--- src/rtl/amp_prot_pkg.sv ---
// Contract
// - Any protected fault other than bootstrap undervoltage puts the affected half-bridges Hi-Z and pulls shutdown low at once.
// - Faults other than overload and thermal shutdown recover by themselves.
// - Local fault disables its A+B or C+D pair; in parallel mode all four.
// - Bootstrap undervoltage disables only its half-bridge, no latch, shutdown stays high.
// - Pin-short check runs only at supply start-up, never later.
// - A found short holds all half-bridges Hi-Z until it clears, then start-up continues.
// - Pin-short check tests shorts to ground first, then shorts to the stage supply.
// - Check duration scales with filter capacitance, about 15 ms per microfarad.
// - During the check shutdown is held low and the reset pin is ignored.
// - Toggling reset never restarts the pin-short check.
// - Check runs in bridge-tied and parallel modes, skipped in single-ended; the code always runs it, as ctrl still holds its bridge-tied reset value then.
// - Three-level: low warning above 100 C, high warning and shutdown above 155 C.
// - Thermal shutdown forces Hi-Z, shutdown low, latched until a reset.
// - Two-level: one warning above 125 C, latched shutdown above 155 C.
// - Supply undervoltage forces Hi-Z and shutdown low, resumes when supplies recover.
// - Power-on reset clears the overload state before operation starts.
// - Reset pin low forces all half-bridges Hi-Z.
// - Reset low enables weak output pulldown in bridge modes, plain Hi-Z single-ended.
// - Reset pin low forces the shutdown flag high whatever faults exist.
// - Reset rising edge clears latched overload and runs start-up, then switching.
// - Trim pin tied to regulator disables oscillator, oscillator pins become inputs.
// - Shutdown and warning flags are active-low open-drain outputs.
package amp_prot_pkg;

    localparam int CLK_PERIOD_NS  = 50;
    localparam int PSC_US_PER_UF  = 15000;
    localparam int PSC_CYC_PER_UF = PSC_US_PER_UF * 1000 / CLK_PERIOD_NS;
    localparam int START_NS       = 1000;
    localparam int START_CYC      = (START_NS + CLK_PERIOD_NS - 1) / CLK_PERIOD_NS;

    localparam logic [7:0] ADDR_CTRL   = 8'h00;
    localparam logic [7:0] ADDR_STATUS = 8'h04;

    localparam int         CTRL_W        = 3;
    localparam int         CTRL_CFG_LSB  = 0;
    localparam int         CTRL_CFG_MSB  = 1;
    localparam int         CTRL_3LVL_BIT = 2;
    localparam logic [2:0] CTRL_RESET    = 3'h4;

    localparam logic [1:0] RESP_OKAY   = 2'h0;
    localparam logic [1:0] RESP_DECERR = 2'h3;

    typedef enum logic [1:0] {
        CFG_BTL  = 2'h0,
        CFG_PARALLEL_BRIDGE_CONFIG = 2'h1,
        CFG_SE   = 2'h2
    } cfg_t;

    typedef enum logic [5:0] {
        ST_POR      = 6'h01,
        ST_PSC_GND  = 6'h02,
        ST_PSC_PVDD = 6'h04,
        ST_HOLD     = 6'h08,
        ST_START    = 6'h10,
        ST_RUN      = 6'h20
    } state_t;

    typedef struct packed {
        logic [14:0] zero;
        logic [3:0]  pin_level;
        logic        osc_slave;
        logic        thermal_latched;
        logic        overload_latched;
        logic [3:0]  hiz;
        logic [5:0]  state;
    } status_t;

endpackage

--- src/rtl/sync_bits.sv ---
module sync_bits #(
    parameter int WIDTH = 1
) (
    input  wire logic             aclk,
    input  wire logic             aresetn,
    input  wire logic [WIDTH-1:0] din,
    output logic      [WIDTH-1:0] dout
);
    logic [WIDTH-1:0] meta;

    for (genvar i = 0; i < WIDTH; i++) begin : g_bit
        always_ff @(posedge aclk) begin
            if (!aresetn) begin
                meta[i] <= 1'b0;
                dout[i] <= 1'b0;
            end else begin
                meta[i] <= din[i];
                dout[i] <= meta[i];
            end
        end
    end
endmodule // sync_bits

--- src/rtl/amp_fault_protection_ctrl.sv ---
module amp_fault_protection_ctrl
    import amp_prot_pkg::*;
#(
    parameter int unsigned PSC_STEP_CYCLES = PSC_CYC_PER_UF / 2,
    parameter int          ADDR_W          = 8
) (
    input  wire logic              aclk,
    input  wire logic              aresetn,
    input  wire logic [ADDR_W-1:0] awaddr,
    input  wire logic              awvalid,
    output logic                   awready,
    input  wire logic [31:0]       wdata,
    input  wire logic [3:0]        wstrb,
    input  wire logic              wvalid,
    output logic                   wready,
    output logic [1:0]             bresp,
    output logic                   bvalid,
    input  wire logic              bready,
    input  wire logic [ADDR_W-1:0] araddr,
    input  wire logic              arvalid,
    output logic                   arready,
    output logic [31:0]            rdata,
    output logic [1:0]             rresp,
    output logic                   rvalid,
    input  wire logic              rready,
    input  wire logic              reset_pin_n,
    input  wire logic [3:0]        local_fault,
    input  wire logic [3:0]        overload_trip,
    input  wire logic [3:0]        bootstrap_uv,
    input  wire logic              undervoltage_trip,
    input  wire logic              temp_above_low,
    input  wire logic              temp_above_warn,
    input  wire logic              temp_above_shut,
    input  wire logic              short_to_gnd,
    input  wire logic              short_to_supply,
    input  wire logic              freq_trim_pin_at_reg,
    input  wire logic              shutdown_flag_n_i,
    input  wire logic              temp_warn_low_n_i,
    input  wire logic              temp_warn_high_n_i,
    input  wire logic              temp_warn_n_i,
    output logic                   shutdown_flag_n_o,
    output logic                   shutdown_flag_n_oe,
    output logic                   temp_warn_low_n_o,
    output logic                   temp_warn_low_n_oe,
    output logic                   temp_warn_high_n_o,
    output logic                   temp_warn_high_n_oe,
    output logic                   temp_warn_n_o,
    output logic                   temp_warn_n_oe,
    output logic [3:0]             hb_hiz,
    output logic [3:0]             hb_pulldown,
    output logic                   osc_internal_en,
    output logic                   osc_pins_input
);

    if (PSC_STEP_CYCLES < 1 || ADDR_W < 4) begin : g_bad_param
        $error("amp_fault_protection_ctrl: unsupported parameter value");
    end

    localparam int NSYNC = 20;

    logic [NSYNC-1:0] sync_in;
    logic [NSYNC-1:0] sync_out;
    logic             rst_s;
    logic [3:0]       local_s;
    logic [3:0]       ovl_s;
    logic [3:0]       bst_s;
    logic             uv_s;
    logic             t_low_s;
    logic             t_warn_s;
    logic             t_shut_s;
    logic             sh_gnd_s;
    logic             sh_sup_s;
    logic             strap_s;

    // Detector outputs are asynchronous to this clock
    assign sync_in = {reset_pin_n, local_fault, overload_trip, bootstrap_uv,
                      undervoltage_trip, temp_above_low, temp_above_warn,
                      temp_above_shut, short_to_gnd, short_to_supply,
                      freq_trim_pin_at_reg};

    sync_bits #(.WIDTH(NSYNC)) u_sync (
        .aclk    (aclk),
        .aresetn (aresetn),
        .din     (sync_in),
        .dout    (sync_out)
    );

    assign {rst_s, local_s, ovl_s, bst_s, uv_s, t_low_s, t_warn_s, t_shut_s,
            sh_gnd_s, sh_sup_s, strap_s} = sync_out;

    logic [CTRL_W-1:0] ctrl;
    cfg_t              cfg;
    logic              three_level;
    logic              parallel_bridge_config;
    logic              se;

    assign cfg         = cfg_t'(ctrl[CTRL_CFG_MSB:CTRL_CFG_LSB]);
    assign three_level = ctrl[CTRL_3LVL_BIT];
    assign parallel_bridge_config        = (cfg == CFG_PARALLEL_BRIDGE_CONFIG);
    assign se          = (cfg == CFG_SE);

    state_t      state;
    state_t      next_state;
    logic [31:0] cnt;
    logic        rst_prev;
    logic        rst_rise;
    logic        psc_busy;
    logic        psc_short;
    logic        step_done;
    logic        start_done;
    logic [3:0]  ovl_q;
    logic        therm_q;
    logic        osc_slave;
    logic [1:0]  por_cnt;
    logic        por_done;

    // Strap and config decisions wait until the synchronisers carry real pin levels
    assign por_done = (por_cnt == 2'd2);

    always_ff @(posedge aclk) begin
        if (!aresetn) begin
            por_cnt <= '0;
        end else if (!por_done) begin
            por_cnt <= por_cnt + 2'd1;
        end
    end

    assign psc_busy   = (state == ST_PSC_GND) || (state == ST_PSC_PVDD);
    assign psc_short  = (state == ST_PSC_GND) ? sh_gnd_s : sh_sup_s;
    assign step_done  = (cnt == PSC_STEP_CYCLES - 1);
    assign start_done = (cnt == 32'(START_CYC - 1));
    // Edge is ignored while the pin-short check owns the stage
    assign rst_rise   = rst_s && !rst_prev && !psc_busy;

    always_ff @(posedge aclk) begin
        if (!aresetn) begin
            rst_prev <= 1'b0;
        end else begin
            rst_prev <= rst_s;
        end
    end

    always_comb begin
        next_state = state;
        case (state)
            ST_POR: begin
                if (!por_done) begin
                    next_state = ST_POR;
                end else if (se) begin
                    next_state = rst_s ? ST_START : ST_HOLD;
                end else begin
                    next_state = ST_PSC_GND;
                end
            end
            ST_PSC_GND: begin
                if (step_done) begin
                    next_state = ST_PSC_PVDD;
                end
            end
            ST_PSC_PVDD: begin
                if (step_done) begin
                    next_state = rst_s ? ST_START : ST_HOLD;
                end
            end
            ST_HOLD: begin
                if (rst_rise) begin
                    next_state = ST_START;
                end
            end
            ST_START: begin
                if (!rst_s) begin
                    next_state = ST_HOLD;
                end else if (start_done) begin
                    next_state = ST_RUN;
                end
            end
            ST_RUN: begin
                if (!rst_s) begin
                    next_state = ST_HOLD;
                end
            end
            default: next_state = ST_POR;
        endcase
    end

    always_ff @(posedge aclk) begin
        if (!aresetn) begin
            state <= ST_POR;
        end else begin
            state <= next_state;
        end
    end

    // One counter serves both check steps and the start-up delay
    always_ff @(posedge aclk) begin
        if (!aresetn) begin
            cnt <= '0;
        end else if (next_state != state) begin
            cnt <= '0;
        end else if (psc_busy && (psc_short || uv_s)) begin
            cnt <= '0;
        end else if (psc_busy || state == ST_START) begin
            cnt <= cnt + 32'd1;
        end
    end

    // Set wins over a clear in the same cycle
    always_ff @(posedge aclk) begin
        if (!aresetn) begin
            ovl_q <= '0;
        end else if (rst_rise) begin
            ovl_q <= ovl_s;
        end else begin
            ovl_q <= ovl_q | ovl_s;
        end
    end

    always_ff @(posedge aclk) begin
        if (!aresetn) begin
            therm_q <= 1'b0;
        end else if (rst_rise) begin
            therm_q <= t_shut_s;
        end else begin
            therm_q <= therm_q | t_shut_s;
        end
    end

    // Strap is sampled on every cycle in ST_POR, and the last sample is held after that
    always_ff @(posedge aclk) begin
        if (!aresetn) begin
            osc_slave <= 1'b0;
        end else if (state == ST_POR) begin
            osc_slave <= strap_s;
        end
    end

    logic [3:0] loc;
    logic [3:0] grp;
    logic       fault_sd;
    logic       global_off;

    assign loc        = local_s | ovl_q;
    assign grp        = parallel_bridge_config ? {4{|loc}} : {{2{|loc[3:2]}}, {2{|loc[1:0]}}};
    assign fault_sd   = (|loc) || uv_s || therm_q;
    assign global_off = uv_s || therm_q || (state != ST_RUN);

    always_ff @(posedge aclk) begin
        if (!aresetn) begin
            hb_hiz      <= 4'hf;
            hb_pulldown <= 4'h0;
        end else begin
            hb_hiz      <= {4{global_off}} | grp | bst_s;
            hb_pulldown <= {4{state == ST_HOLD && !se}};
        end
    end

    // Pins are open-drain: the enable pulls the line low
    always_ff @(posedge aclk) begin
        if (!aresetn) begin
            shutdown_flag_n_o   <= 1'b0;
            shutdown_flag_n_oe  <= 1'b0;
            temp_warn_low_n_o   <= 1'b0;
            temp_warn_low_n_oe  <= 1'b0;
            temp_warn_high_n_o  <= 1'b0;
            temp_warn_high_n_oe <= 1'b0;
            temp_warn_n_o       <= 1'b0;
            temp_warn_n_oe      <= 1'b0;
        end else begin
            shutdown_flag_n_o   <= 1'b0;
            shutdown_flag_n_oe  <= psc_busy || (rst_s && fault_sd);
            temp_warn_low_n_o   <= 1'b0;
            temp_warn_low_n_oe  <= three_level && t_low_s;
            temp_warn_high_n_o  <= 1'b0;
            temp_warn_high_n_oe <= three_level && t_shut_s;
            temp_warn_n_o       <= 1'b0;
            temp_warn_n_oe      <= !three_level && t_warn_s;
        end
    end

    always_ff @(posedge aclk) begin
        if (!aresetn) begin
            osc_internal_en <= 1'b1;
            osc_pins_input  <= 1'b0;
        end else begin
            osc_internal_en <= !osc_slave;
            osc_pins_input  <= osc_slave;
        end
    end

    logic [ADDR_W-1:0] awaddr_q;
    logic [31:0]       wdata_q;
    logic [3:0]        wstrb_q;
    logic              aw_ok;
    logic              w_ok;
    logic              do_write;

    assign do_write = aw_ok && w_ok && !bvalid;

    always_ff @(posedge aclk) begin
        if (!aresetn) begin
            awready  <= 1'b0;
            aw_ok    <= 1'b0;
            awaddr_q <= '0;
        end else if (awvalid && awready) begin
            awready  <= 1'b0;
            aw_ok    <= 1'b1;
            awaddr_q <= awaddr;
        end else if (do_write) begin
            aw_ok <= 1'b0;
        end else if (!aw_ok && !bvalid) begin
            awready <= 1'b1;
        end
    end

    always_ff @(posedge aclk) begin
        if (!aresetn) begin
            wready  <= 1'b0;
            w_ok    <= 1'b0;
            wdata_q <= '0;
            wstrb_q <= '0;
        end else if (wvalid && wready) begin
            wready  <= 1'b0;
            w_ok    <= 1'b1;
            wdata_q <= wdata;
            wstrb_q <= wstrb;
        end else if (do_write) begin
            w_ok <= 1'b0;
        end else if (!w_ok && !bvalid) begin
            wready <= 1'b1;
        end
    end

    always_ff @(posedge aclk) begin
        if (!aresetn) begin
            ctrl   <= CTRL_RESET;
            bvalid <= 1'b0;
            bresp  <= RESP_OKAY;
        end else if (do_write) begin
            bvalid <= 1'b1;
            bresp  <= RESP_OKAY;
            if (awaddr_q == ADDR_W'(ADDR_CTRL)) begin
                if (wstrb_q[0]) begin
                    ctrl <= wdata_q[CTRL_W-1:0];
                end
            end else if (awaddr_q != ADDR_W'(ADDR_STATUS)) begin
                bresp <= RESP_DECERR;
            end
        end else if (bvalid && bready) begin
            bvalid <= 1'b0;
        end
    end

    status_t status;

    always_comb begin
        status                  = '0;
        status.pin_level        = {temp_warn_n_i, temp_warn_high_n_i,
                                   temp_warn_low_n_i, shutdown_flag_n_i};
        status.osc_slave        = osc_slave;
        status.thermal_latched  = therm_q;
        status.overload_latched = |ovl_q;
        status.hiz              = hb_hiz;
        status.state            = state;
    end

    always_ff @(posedge aclk) begin
        if (!aresetn) begin
            arready <= 1'b0;
            rvalid  <= 1'b0;
            rdata   <= '0;
            rresp   <= RESP_OKAY;
        end else if (arvalid && arready) begin
            arready <= 1'b0;
            rvalid  <= 1'b1;
            rresp   <= RESP_OKAY;
            if (araddr == ADDR_W'(ADDR_CTRL)) begin
                rdata <= 32'(ctrl);
            end else if (araddr == ADDR_W'(ADDR_STATUS)) begin
                rdata <= status;
            end else begin
                rdata <= '0;
                rresp <= RESP_DECERR;
            end
        end else if (rvalid && rready) begin
            rvalid <= 1'b0;
        end else if (!rvalid) begin
            arready <= 1'b1;
        end
    end
endmodule // amp_fault_protection_ctrl

--- config.mk ---
export PLATFORM = sky130hd
export DESIGN_NAME = amp_fault_protection_ctrl
export DESIGN_NICKNAME = d
export VERILOG_FILES = /design/src/rtl/amp_prot_pkg.sv /design/src/rtl/sync_bits.sv /design/src/rtl/amp_fault_protection_ctrl.sv
export SDC_FILE = /design/constraint.sdc
export NUM_CORES = 1
export LEC_CHECK = 0
export BUFFER_PORTS_ARGS = -buffer_cell sky130_fd_sc_hd__buf_2
export CELL_PAD_IN_SITES_DETAIL_PLACEMENT = 1
export CELL_PAD_IN_SITES_GLOBAL_PLACEMENT = 1
export CORE_MARGIN = 2
export CORE_UTILIZATION = 30
export CTS_CLUSTER_SIZE = 30
export DETAILED_ROUTE_END_ITERATION = 10
export HOLD_SLACK_MARGIN = 0.15
export PLACE_DENSITY_LB_ADDON = 0.1
export SYNTH_ARGS = -nofsm -noshare
export SYNTH_HDL_FRONTEND = slang
export SYNTH_SLANG_ARGS = --single-unit
export TNS_END_PERCENT = 20
--- constraint.sdc ---
create_clock -name aclk -period 2.87 [get_ports aclk]
set_input_delay 0.574 -clock aclk [delete_from_list [all_inputs] [get_ports aclk]]
set_output_delay 0.574 -clock aclk [all_outputs]
set_load 0.01 [all_outputs]
After elaboration in Yosys (flattened, before gate mapping)
Index checks and enable logic that the tools add are counted.
{"block": "classes", "n_addsub": 2, "multipliers": 0, "n_div": 0, "order_cmp": 0, "n_eq_ne": 15, "shift": 0, "muxes": 27, "bitwise_logic": 9, "reduce_logical": 51}
{"operator": "$mux W6", "n": 6}
{"operator": "$pmux W6 S6", "n": 1}
{"operator": "$mux W17", "n": 2}
{"operator": "$add A32 B1 Y32 const B", "n": 1}
{"operator": "$eq A32 B18 Y1 const B", "n": 1}
{"operator": "$eq A32 B5 Y1 const B", "n": 1}
{"operator": "$logic_and A1 B1 Y1", "n": 17}
{"operator": "$logic_not A8 Y1", "n": 2}
{"operator": "$or A4 B4 Y4", "n": 4}
{"operator": "$mux W5", "n": 3}
{"operator": "$reduce_or A2 Y1", "n": 5}
{"operator": "$mux W1", "n": 9}
{"operator": "$eq A8 B3 Y1 const B", "n": 1}
{"operator": "$logic_not A1 Y1", "n": 8}
{"operator": "$logic_or A1 B1 Y1", "n": 8}
{"operator": "$mux W2", "n": 4}
{"operator": "$mux W4", "n": 2}
{"operator": "$ne A8 B3 Y1 const B", "n": 1}
{"operator": "$reduce_bool A2 Y1", "n": 4}
{"operator": "$reduce_or A4 Y1", "n": 2}
{"operator": "$eq A6 B1 Y1 const B", "n": 1}
{"operator": "$eq A6 B2 Y1 const B", "n": 1}
{"operator": "$eq A6 B3 Y1 const B", "n": 1}
{"operator": "$eq A6 B4 Y1 const B", "n": 1}
{"operator": "other kinds (12)", "n": 18}
{"block": "totals", "regBits": 156, "latchBits": 0, "ram_bits": 0, "mem_bits_ro": 0, "input_bits": 83, "output_inout_bits": 59, "wordCells": 173, "n_memories": 0}

Logic depth before layout (Yosys ltp)
Gate-level depths: netlist (run 1).
{"block": "logic_depth", "word_depth": 8, "depth_mapped": 9, "ltp_nobuf": 8}

Modules after synthesis
A second synthesis (run 1) with hierarchy kept.
{"block": "hier_totals", "hier_cells": 584, "area_unflattened_um2": 5725.5}
{"module": "amp_fault_protection_ctrl", "instances": 1, "cells_per_inst": 500, "area_each_um2": 4618.2, "seq_area_each_um2": 1981.9}
{"module": "sync_bits", "instances": 1, "cells_per_inst": 84, "area_each_um2": 1107.3, "seq_area_each_um2": 800.8}

Worst setup path after synthesis (run 1)
OpenSTA, ideal clock, no wires.
{"block": "synth_path", "kind": "register to register", "from": "register state[5]", "to": "register cnt[26]", "setup_time_ps": 62, "t_arrival_ps": 2297, "required_ps": 2808, "setup_slack_ps": 510, "stages_incl_launch_ff": 9, "path_buffers": 2, "synth_period_minus_slack_ps": 2360, "path_cell_list": "dfxtp_1 > buf_6 > or4_4 > o31ai_2 > o211ai_1 > a2111o_1 > a2111o_1 > buf_6 > nor2_2"}
{"block": "synth_between", "elab_chain_cells": 8, "word_cells_on_any_way": 22, "cone_classes": "eq/ne (7); mux (8); reduce/logical (7)"}
{"item": "start, declared", "line": "amp_fault_protection_ctrl.sv:102", "source": "state_t state;"}
{"item": "start signal, assigned", "line": "amp_fault_protection_ctrl.sv:190", "source": "state <= next_state;"}
{"item": "$eq A6 B2 Y1 or $eq A6 B3 Y1 (tied branches)", "line": "amp_fault_protection_ctrl.sv:128, amp_fault_protection_ctrl.sv:129, amp_fault_protection_ctrl.sv:145"}
{"item": "$logic_or A1 B1 Y1", "line": "amp_fault_protection_ctrl.sv:128", "source": "assign psc_busy = (state == ST_PSC_GND) || (state == ST_PSC_PVDD);"}
{"item": "$logic_not A1 Y1", "line": "amp_fault_protection_ctrl.sv:133", "source": "assign rst_rise = rst_s && !rst_prev && !psc_busy;"}
{"item": "$logic_and A1 B1 Y1", "line": "amp_fault_protection_ctrl.sv:133"}
{"item": "$mux W6", "line": "amp_fault_protection_ctrl.sv:166", "source": "if (rst_rise) begin"}
{"item": "$pmux W6 S6", "line": "amp_fault_protection_ctrl.sv:145", "source": "case (state)"}
{"item": "$ne A6 B6 Y1", "line": "amp_fault_protection_ctrl.sv:198", "source": "end else if (next_state != state) begin"}
{"item": "$reduce_or A3 Y1 (no line)"}
{"item": "end signal, assigned", "line": "amp_fault_protection_ctrl.sv:203", "source": "cnt <= cnt + 32'd1;"}
{"item": "end, declared", "line": "amp_fault_protection_ctrl.sv:104", "source": "logic [31:0] cnt;"}
Several ways; a longest one is shown, not always the timed one.
A chain may end at the register's enable or synchronous reset.

Final worst setup path (run 1)
{"block": "layout_path", "from": "register state[2]", "to": "register cnt[27]"}
The elaborated chain is that of the path after synthesis.

==> impl_results.md, run 1 <==
* Outcome: complete, no violations
* Crit end category: flip-flop
* Count of cell types in the netlist at 54
* Synth Area per Inst at 9.437 µm²
* Ant. Diodes at 0
* Hold EP: u_sync.meta[11]
* Antenna violations before repair at 0
* Hold Path Depth at 2
* Hpwl dp at just over 9 mm
* Clock transition at the registers of the reported paths at 0.06 ns
* Tmin final at between 2 and 3 ns
* Total power at 4.593 mW
* Flop2flop setup slack at 0.24 ns
* Mapped Cells at between 500 and 600
* Pint at 3.333 mW
* Setup TNS at 0 ns
* Min-delay src: overload_trip[0]
* Via-per-instance ratio at 4.608
* Area growth from synthesis to layout at 21.27%
* Inserted Clock Buffers at 17
* Largest net degree at the start of global routing at 80
* Cell area after synthesis at between 5000 and 6000 µm²
* Skew final at 0.01124 ns
* Crit start category: flip-flop
* RSZ-0062 raised after global routing: false
* Hold_buf cts at 0
* Arrival @ worst endpoint at approximately 2.9 ns
* Max-slew headroom at 0.5903
* Clk Tree Root Cell: clkbuf_16
* Postcts setup bufs at 0
* Clock share of power at 0.462
* Fmax at ~380 MHz
* Clock Path Buffers at 2
* Switching share of total power at 0.2744
* Max IR drop VDD at 477.7 µV
* FF+latch count, synth at 139
* Die ar. at approximately 19000 µm²
* Req. time, crit path at 3.18 ns
* Layout cells sized above 1 at 0.2217
* CTS tree: yes
* ANT nets after route at 0
* EDFF count, synth at 0
* Final hold slack at roughly 0.35 ns
* Buf/Inv on CP at 0
* Synth async-reset ratio at 0
* Ys Warns at 0
* Final Max Slew Viols at 0
* Initial Utilization at 0.3052
* Fin nets at between 700 and 800
* Vias at about 4200
* CTS H-tree lvls at 4
* Clock sink total at 139
* DRC at 0
* Crit path max fanout at 8
* CP max stage delay at ~0.7 ns
* Routed WL at 12.88 mm
* CORE AREA at 17960 µm²
* Seq/Total Area, Yosys at 0.5075
* Worst path cell trace: xor2_1 -> o211ai_1 -> or4_1 -> nor3_1 -> nand3_1 -> xor2_1 -> nor2_2
* Sw power at 1.260 mW
* Cell family with most CP delay: simple AND/OR/NAND/NOR gates
* Final period utilization at 0.9162
* Worst slew pin tran at 0.6145 ns
* Post-DR wirelength/cell at 14.15 µm
* Top Ports at approximately 140
* P_leak at 2.694 nW
* First-pass GRT wire length at 21.56 mm
* Vias in the first global route at 4329
* Pre-CTS worst setup slack at 0.1818 ns
* 1st-iter DRT viols at 125
* Hold Crit Class: primary input to flip-flop
* Critical path's slowest cell: or4_1
* Prevailing post-synth register cell: dfxtp_1
* Comb pwr share at 0.089
* First-pass DRT Iterations at 4
* Final setup viols at 0
* CP dominant cell by count: xor2_1
* Worst reg2reg startpoint: state[2]
* Total grt overflow at 0
* Chip Height at between 100 and 150 µm
* Pwr dens at 690.8 nW/µm²
* Worst r2r dst: cnt[27]
* Row count at 49
* Clock latency on the worst-skew pair at 0.42 ns
* Cells on worst reg2reg path at 7
* Crit Path Class: flip-flop to flip-flop
* Max-Cap Viols at 0
* DIE WIDTH at 139.2 µm
* Total track usage at 0.1391
* GPL Wtd Cong at 0.8456
* Final Worst Setup Slack at 0.2406 ns
* Seq pwr share at 0.449
* Port Buffer Count at 90
* Final hold vios at 0
## through the flow
step | instances | area (µm²) | util
2_1_floorplan | 599 | 5550 | -
3_3_place_gp | 878 | 6065 | 0.3376
3_5_place_dp | 878 | 6065 | 0.3376
4_1_cts | 910 | 6643 | 0.3698
5_1_grt | 910 | 6649 | 0.3701
6_report | 910 | 6649 | 0.3701
## synthesized netlist by cell type, types with 8 or more instances
library cell,instances,share of area
o21ai_0,12,0.011
xor2_1,16,0.026
clkbuf_1,18,0.012
xnor2_1,18,0.029
buf_4,24,0.033
nor2_2,10,0.011
nor3_1,19,0.017
nor2b_1,17,0.019
nand4_1,10,0.011
nor2_1,48,0.033
a21boi_0,18,0.025
inv_1,14,0.0096
nor4_1,9,0.010
a21oi_1,8,0.0073
a22o_1,12,0.019
and2_1,45,0.051
nand2_1,39,0.027
dfxtp_1,139,0.51
nand3_1,27,0.025
## power groups by stage
stage               logic [mW]  clock network (mW)  registers (mW)
floorplan                0.335                   0            2.08
global placement         0.401                   0            2.10
detailed placement       0.415                   0            2.11
CTS                      0.417                2.19            2.06
global route             0.460                2.30            2.07
finish                   0.409                2.12            2.06
## per-layer routing
metal | vias to the layer above | global-route usage | wire (µm)
li1 | 2114 | - | -
met1 | 1980 | 0.1788 | 6044
met2 | 91 | 0.2217 | 6143
met3 | 8 | 0.04040 | 550
met4 | 0 | 0.05263 | 144
met5 | - | 0 | 0
## cell usage in the layout, fill, tap and decap left out, drive strengths merged, types with 2 or more instances in the layout
cell / Yosys / layout
dfxtp: 139 / 139
buf: 32 / 100
nor2: 58 / 58
and2: 46 / 46
nand2: 39 / 39
nand3: 27 / 27
inv: 14 / 23
nor3: 19 / 19
conb: 1 / 19
a21boi: 18 / 18
xnor2: 18 / 18
nor2b: 17 / 17
clkbuf: 18 / 17
xor2: 16 / 16
o21ai: 12 / 12
a22o: 12 / 12
nand4: 10 / 10
nor4: 9 / 9
a21oi: 8 / 8
and3: 6 / 6
or4: 6 / 6
clkinv: 0 / 6
nand2b: 5 / 5
mux2i: 5 / 5
o21a: 5 / 5
and4: 4 / 4
a22oi: 4 / 4
a211oi: 3 / 3
o211ai: 3 / 3
o31ai: 3 / 3
nand3b: 2 / 2
or2: 2 / 2
a2111o: 2 / 2
o41ai: 2 / 2
mux2: 2 / 2
ha: 2 / 2
nor3b: 2 / 2
## worst reg2reg max path, stage by stage, from the launching register on
cell      delay [ns]
dfxtp_1         0.56
xor2_1          0.37
o211ai_1        0.24
or4_1           0.72
nor3_1          0.29
nand3_1         0.13
xor2_1          0.18
nor2_2          0.04
## state kept, by name, summed over array words and instances (netlist names), 2 cells and up
signal       cells
awaddr_q         8
u_sync.dout     20
u_sync.meta     20
cnt             32
wdata_q          3
rdata           17
ovl_q            4
state            6
ctrl             3
hb_hiz           4
por_cnt          2
## cell type report
class / instances / area (µm²)
sequential: 139 / 2783
clock inverter: 15 / 152.6
tap: 229 / 286.5
inverter: 14 / 52.55
timing repair buffer: 100 / 538.0
clock buffer: 17 / 425.4
multi-input combinational: 396 / 2411
fill: 2117 / 11310
## cell families after synthesis
group,Yosys count,synth area share
compound gates,78,0.1043
xor+xnor,34,0.05431
fa+ha+maj,2,0.004563
buf+inv,64,0.06618
flops,139,0.5075
mux,7,0.01324
other cells,1,0.0006840
simple gates,256,0.2492
## how the worst max path moves through the flow
stage / startpoint / end / slack [ns] / cells after the start
2_1_floorplan: state[5] / cnt[26] / 0.51 / 8
3_3_place_gp: state[2] / cnt[15] / 0.21 / 7
3_5_place_dp: state[2] / cnt[11] / 0.18 / 7
4_1_cts: state[2] / cnt[11] / 0.14 / 7
5_1_grt: state[2] / cnt[27] / 0.03 / 7
6_report: state[2] / cnt[27] / 0.24 / 7
## timing repair
item / in CTS / in global routing
endpoints found under the setup margin: 0 / 1
endpoints found under the hold margin: 0 / 0
gates resized for setup: 0 / 1
(Power assumes the default switching activity.)
==> inputs of run 2 (changes only) <==
--- a/config.mk
+++ b/config.mk
@@ -13,6 +13,7 @@
 export CTS_CLUSTER_SIZE = 30
 export DETAILED_ROUTE_END_ITERATION = 10
 export HOLD_SLACK_MARGIN = 0.15
+export MAX_ROUTING_LAYER = met4
 export PLACE_DENSITY_LB_ADDON = 0.1
 export SYNTH_ARGS = -nofsm -noshare
 export SYNTH_HDL_FRONTEND = slang
==> run 2 against run 1 <==
Compared with the run above:
- wire length increased by 0.12%
- critical path depth unchanged
- core utilization unchanged
- sequential share of layout area is the same
- non-clock buffer count unchanged
- clock skew shrank 0.00084 ns
- clock-buffer cell count stayed put
- worst hold slack worse by 0.0017 ns
- largest power group unchanged
==> impl_results.md, run 2 (same netlist as run 1, synthesis figures left out) <==
* Outcome: complete, no violations
* Vias in the first global route at 4321
* Max reg flops at 32
* Chip Height at 139.2 µm
* Clock sink total at 139
* Setup TNS at 0 ns
* Inserted Clock Buffers at 17
* Final hold vios at 0
* CP dominant cell by count: xor2_1
* Skew final at 0.01041 ns
* Final setup viols at 0
* Area growth from synthesis to layout at 21.27%
* Hpwl dp at 9.307 mm
* Clock latency on the worst-skew pair at 0.42 ns
* Vias at 4202
* Post-DR wirelength/cell at 14.17 µm
* Design area at between 6000 and 7000 µm²
* Filler instances at 2117
* Final Non-Filler Cells at 910
* Flop2flop setup slack at 0.25 ns
* Arrival @ worst endpoint at between 2 and 3 ns
* Cells on worst reg2reg path at 7
* First-pass GRT wire length at 21.56 mm
* Clock Path Buffers at 2
* CTS H-tree lvls at 4
* Port Buffer Count at 90
* Antenna violations before repair at 0
* Final period utilization at 0.9144
* Row count at 49
* Hold Crit Class: primary input to flip-flop
* Max IR drop VDD at 477.6 µV
* Worst r2r dst: cnt[27]
* CORE AREA at 17960 µm²
* Hold Path Depth at 2
* Worst path cell trace: xor2_1 -> o211ai_1 -> or4_1 -> nor3_1 -> nand3_1 -> xor2_1 -> nor2_2
* Ant. Diodes at 0
* Worst reg2reg startpoint: state[2]
* Hold EP: u_sync.meta[11]
* Max-slew headroom at 0.5899
* DRC at 0
* First-pass DRT Iterations at 4
* Fmax at 381.1 MHz
* Biggest registers after layout: cnt x32, u_sync.dout x20, u_sync.meta x20
* Req. time, crit path at 3.18 ns
* Commonest non-fill, non-tap cells in the layout: dfxtp_1, buf_2, nor2_1, and2_1, nand2_1
* Fin nets at 753
* CTS tree: yes
* Critical path's slowest cell: or4_1
* Crit start category: flip-flop
* Top Ports at 142
* Largest net degree at the start of global routing at 80
* Final Max Slew Viols at 0
* Pwr dens at 691.0 nW/µm²
* Routed WL at 12.90 mm
* ANT nets after route at 0
* Layout cells sized above 1 at 0.2217
* Max-Cap Viols at 0
* Tmin final at between 2 and 3 ns
* Initial Utilization at 0.3052
* Die ar. at a little under 20000 µm²
* Crit path max fanout at 8
* GPL Wtd Cong at 0.8588
* Clk Tree Root Cell: clkbuf_16
* RSZ-0062 raised after global routing: false
* Crit Path Class: flip-flop to flip-flop
* Placed cell count at between 800 and 900
* Total grt overflow at 0
* Worst slew pin tran at 0.6152 ns
* Min-delay src: overload_trip[0]
* Most flops, register: cnt
* Total track usage at 0.1430
* Commonest non-fill, non-tap cell in the layout: dfxtp_1
* P_leak at 2.694 nW
* Placement Cell Area at 6065 µm²
* Clock transition at the registers of the reported paths at 0.06 ns
* Via-per-instance ratio at 4.618
* DIE WIDTH at roughly 140 µm
* Crit end category: flip-flop
* CP max stage delay at around 0.72 ns
* Postcts setup bufs at 0
* 1st-iter DRT viols at 120
## run 2: cell counts in the layout (fill, tap and decap cells not counted)
Identical to the previous run, type by type.
## run 2: worst max path at each step
stage          startpoint      end  slack, ns  depth (start not counted)
6_report         state[2]  cnt[27]       0.25                          7
5_1_grt          state[2]  cnt[27]       0.03                          7
3_3_place_gp     state[2]  cnt[15]       0.21                          7
4_1_cts          state[2]  cnt[11]       0.14                          7
2_1_floorplan    state[5]  cnt[26]       0.51                          8
3_5_place_dp     state[2]  cnt[11]       0.18                          7
## run 2: power breakdown
group | internal [mW] | total (mW) | switching, mW
Clock | 1.16 | 2.12 | 0.964
Combinational | 0.172 | 0.410 | 0.237
Sequential | 2.00 | 2.06 | 0.0610
Total | 3.33 | 4.59 | 1.26
## run 2: layout make-up
cell class | count | area [µm²] | share of cell area
clock buffer | 17 | 425.4 | 0.06398
clock inverter | 15 | 152.6 | 0.02296
inverter | 14 | 52.55 | 0.007904
multi-input combinational | 396 | 2411 | 0.3626
sequential | 139 | 2783 | 0.4185
tap | 229 | 286.5 | 0.04309
timing repair buffer | 100 | 538.0 | 0.08092
## run 2: worst max-delay path, delay by kind of cell, from the launching register on
| family | cells | cell delay, ns |
|---|---|---|
| compound gates | 1 | 0.23 |
| xor+xnor | 2 | 0.54 |
| flops | 1 | 0.56 |
| simple gates | 4 | 1.18 |
## run 2: through the flow
step                      hold slack [ns]  total power [mW]  setup WS, ns    util
after floorplan                    0.3772             2.411        0.5105       -
final                              0.3521             4.594        0.2457  0.3701
after global routing               0.3386             4.833       0.03226  0.3701
after global placement             0.3954             2.505        0.2077  0.3376
after CTS                          0.3342             4.674        0.1408  0.3698
after detailed placement           0.3938             2.524        0.1818  0.3376
## run 2: repair_timing
| item | in CTS | in global routing |
|---|---|---|
| hold endpoints to repair | 0 | 0 |
| endpoints found under the setup margin | 0 | 1 |
| gates resized for setup | 0 | 1 |
| hold buffers | 0 | 0 |
## run 2: layer usage
metal  track usage  up-vias  wire length, µm
met5             -        -                0
met4       0.04466        0              150
met3       0.04351        8              570
met2        0.2214       89             6088
met1        0.1797     1992             6087
li1              -     2113                -
==> inputs of run 3 (changes only) <==
--- a/config.mk
+++ b/config.mk
@@ -5,7 +5,7 @@
 export SDC_FILE = /design/constraint.sdc
 export NUM_CORES = 1
 export LEC_CHECK = 0
-export BUFFER_PORTS_ARGS = -buffer_cell sky130_fd_sc_hd__buf_2
+export BUFFER_PORTS_ARGS = -buffer_cell sky130_fd_sc_hd__buf_4
 export CELL_PAD_IN_SITES_DETAIL_PLACEMENT = 1
 export CELL_PAD_IN_SITES_GLOBAL_PLACEMENT = 1
 export CORE_MARGIN = 2
@@ -14,7 +14,7 @@
 export DETAILED_ROUTE_END_ITERATION = 10
 export HOLD_SLACK_MARGIN = 0.15
 export MAX_ROUTING_LAYER = met4
-export PLACE_DENSITY_LB_ADDON = 0.1
+export PLACE_DENSITY = 0.73
 export SYNTH_ARGS = -nofsm -noshare
 export SYNTH_HDL_FRONTEND = slang
 export SYNTH_SLANG_ARGS = --single-unit
==> run 3 against run 2 <==
Compared with the run above:
- setup slack lost 0.018 ns
- critical endpoint is now cnt[16]
- via count grew 2.5%
- final area grew 3.2%
- cell count shrank 0.11%
- critical path depth is the same
- clock power grew 2%
- non-clock buffer count shrank 1
- combinational power shrank 2%
==> impl_results.md, run 3 (same netlist as run 1, synthesis figures left out) <==
* Port Buffer Count at 90
* Outcome: complete, no violations
* Switching share of total power at 0.2596
* Vias at 4306
* Worst reg2reg startpoint: state[2]
* Worst path cell trace: nor4_1 -> nor3b_2 -> a211oi_1 -> a2111o_1 -> a2111o_1 -> buf_4 -> nor2_1
* Multi-input logic area at 2405 µm²
* Cells on worst reg2reg path at 7
* Hold Path Depth at 2
* Largest net degree at the start of global routing at 50
* First-pass DRT Iterations at 4
* Total track usage at 0.1464
* Area growth from synthesis to layout at 25.19%
* Max-Cap Viols at 0
* Max IR drop VDD at 429.0 µV
* Routed WL at 13.22 mm
* Commonest non-fill, non-tap cells in the layout: dfxtp_1, buf_4, nor2_1, and2_1, nand2_1
* Crit end category: flip-flop
* Clock Path Buffers at 2
* Placed cell count at 877
* Hold Crit Class: primary input to flip-flop
* CORE AREA at 17960 µm²
* CTS H-tree lvls at 4
* ANT nets after route at 0
* Req. time, crit path at 3.21 ns
* Sequential cell area at 2784 µm²
* Setup TNS at 0 ns
* Clock share of power at 0.466
* Row count at 49
* Comb pwr share at 0.087
* Crit Path Class: flip-flop to flip-flop
* Flop2flop setup slack at 0.23 ns
* Via-per-instance ratio at 4.737
* CP max stage delay at 0.53 ns
* Arrival @ worst endpoint at 2.99 ns
* Post-DR wirelength/cell at 14.54 µm
* Final period utilization at 0.9205
* CP dominant cell by count: a2111o_1
* Max-slew headroom at 0.6516
* Crit path max fanout at 32
* Layout cells sized above 1 at 0.2206
* Min-delay src: temp_above_shut
* Clock sink total at ~140
* DRC at 0
* DIE WIDTH at 139.2 µm
* Clock latency on the worst-skew pair at between 0.4 and 0.5 ns
* CP startpoint: state[2]
* Sw power at between 1 and 1.5 mW
* RSZ-0062 raised after global routing: false
* Clk Tree Root Cell: clkbuf_16
* Pwr dens at 676.0 nW/µm²
* Tmin final at 2.642 ns
* Initial Utilization at 0.3052
* 1st-iter DRT viols at 159
* Inserted Clock Buffers at 17
* Hold_buf cts at 0
* Most flops, register: cnt
* Skew final at 0.01733 ns
* Worst slew pin tran at 0.5178 ns
* Top Ports at about 140
* Total grt overflow at 0
* Hpwl dp at 9.517 mm
* Critical path's slowest cell: nor4_1
* Seq pwr share at 0.447
* Worst r2r dst: cnt[16]
* First-pass GRT wire length at 22.40 mm
* CTS tree: yes
* Die ar. at ~19000 µm²
* Filler instances at 2096
* Max reg flops at 32
* Final hold vios at 0
* Final Non-Filler Cells at roughly 910
* Ant. Diodes at 0
* Chip Height at roughly 140 µm
* Commonest non-fill, non-tap cell in the layout: dfxtp_1
* Fmax at 378.5 MHz
* GPL Wtd Cong at 0.8652
* Final Max Slew Viols at 0
* P_leak at 2.739 nW
* Hold EP: u_sync.meta[3]
* Crit start category: flip-flop
* Vias in the first global route at about 4600
* Final setup viols at 0
* Antenna violations before repair at 0
* Fin nets at 752
* Pint at 3.436 mW
* Biggest registers after layout: cnt x32, u_sync.dout x20, u_sync.meta x20
* Clock transition at the registers of the reported paths at 0.06 ns
run 3: how the worst max path moves through the flow:
stage	to	slack [ns]	depth (start not counted)
2_1_floorplan	cnt[26]	0.51	8
3_5_place_dp	cnt[27]	0.26	7
4_1_cts	cnt[16]	0.23	7
6_report	cnt[16]	0.23	7
3_3_place_gp	cnt[21]	0.32	8
5_1_grt	cnt[27]	0.006	7
run 3: cell type report:
cell class                      instances  area share
Multi-Input combinational cell        396      0.3503
Clock buffer                           18     0.06398
Inverter                               14    0.007656
Tap cell                              229     0.04174
Clock inverter                         14     0.02242
Sequential cell                       139      0.4056
Timing Repair Buffer                   99      0.1083
run 3: per-layer routing:
layer,global-route usage,vias to the layer above,wire length (µm)
li1,-,2114,-
met1,0.1613,2093,5578
met2,0.2533,78,6954
met3,0.03246,21,431
met4,0.06592,0,254
met5,-,-,0
run 3: power by group through the flow:
stage | registers (mW) | logic [mW] | clock network, mW
after global routing | 2.08 | 0.463 | 2.31
after floorplan | 2.08 | 0.335 | 0
after CTS | 2.07 | 0.412 | 2.22
after detailed placement | 2.11 | 0.408 | 0
final | 2.07 | 0.403 | 2.16
after global placement | 2.11 | 0.390 | 0
run 3: what timing repair did:
action | 4_1_cts | 5_1_grt
endpoints found under the setup margin | 0 | 1
buffers inserted | 0 | 0
endpoints found under the hold margin | 0 | 0
gates resized for setup | 0 | 1
run 3: through the flow:
| step | hold slack (ns) | utilization | worst slack [ns] | power (mW) | instance area (µm²) |
|---|---|---|---|---|---|
| 6_report | 0.3531 | 0.3821 | 0.2280 | 4.640 | 6864 |
| 3_3_place_gp | 0.3906 | 0.3490 | 0.3227 | 2.499 | 6270 |
| 4_1_cts | 0.3377 | 0.3820 | 0.2275 | 4.706 | 6863 |
| 2_1_floorplan | 0.3772 | - | 0.5105 | 2.411 | 5550 |
| 5_1_grt | 0.3413 | 0.3821 | 0.006241 | 4.854 | 6864 |
| 3_5_place_dp | 0.3980 | 0.3490 | 0.2563 | 2.523 | 6270 |
run 3: critical path, delay by kind of cell, from the launching register on:
family                 cells  cell delay (ns)
and+or+nand+nor            3             0.98
AOI/OAI and AO/OA          3             0.90
DFF                        1             0.42
buffers and inverters      1             0.26
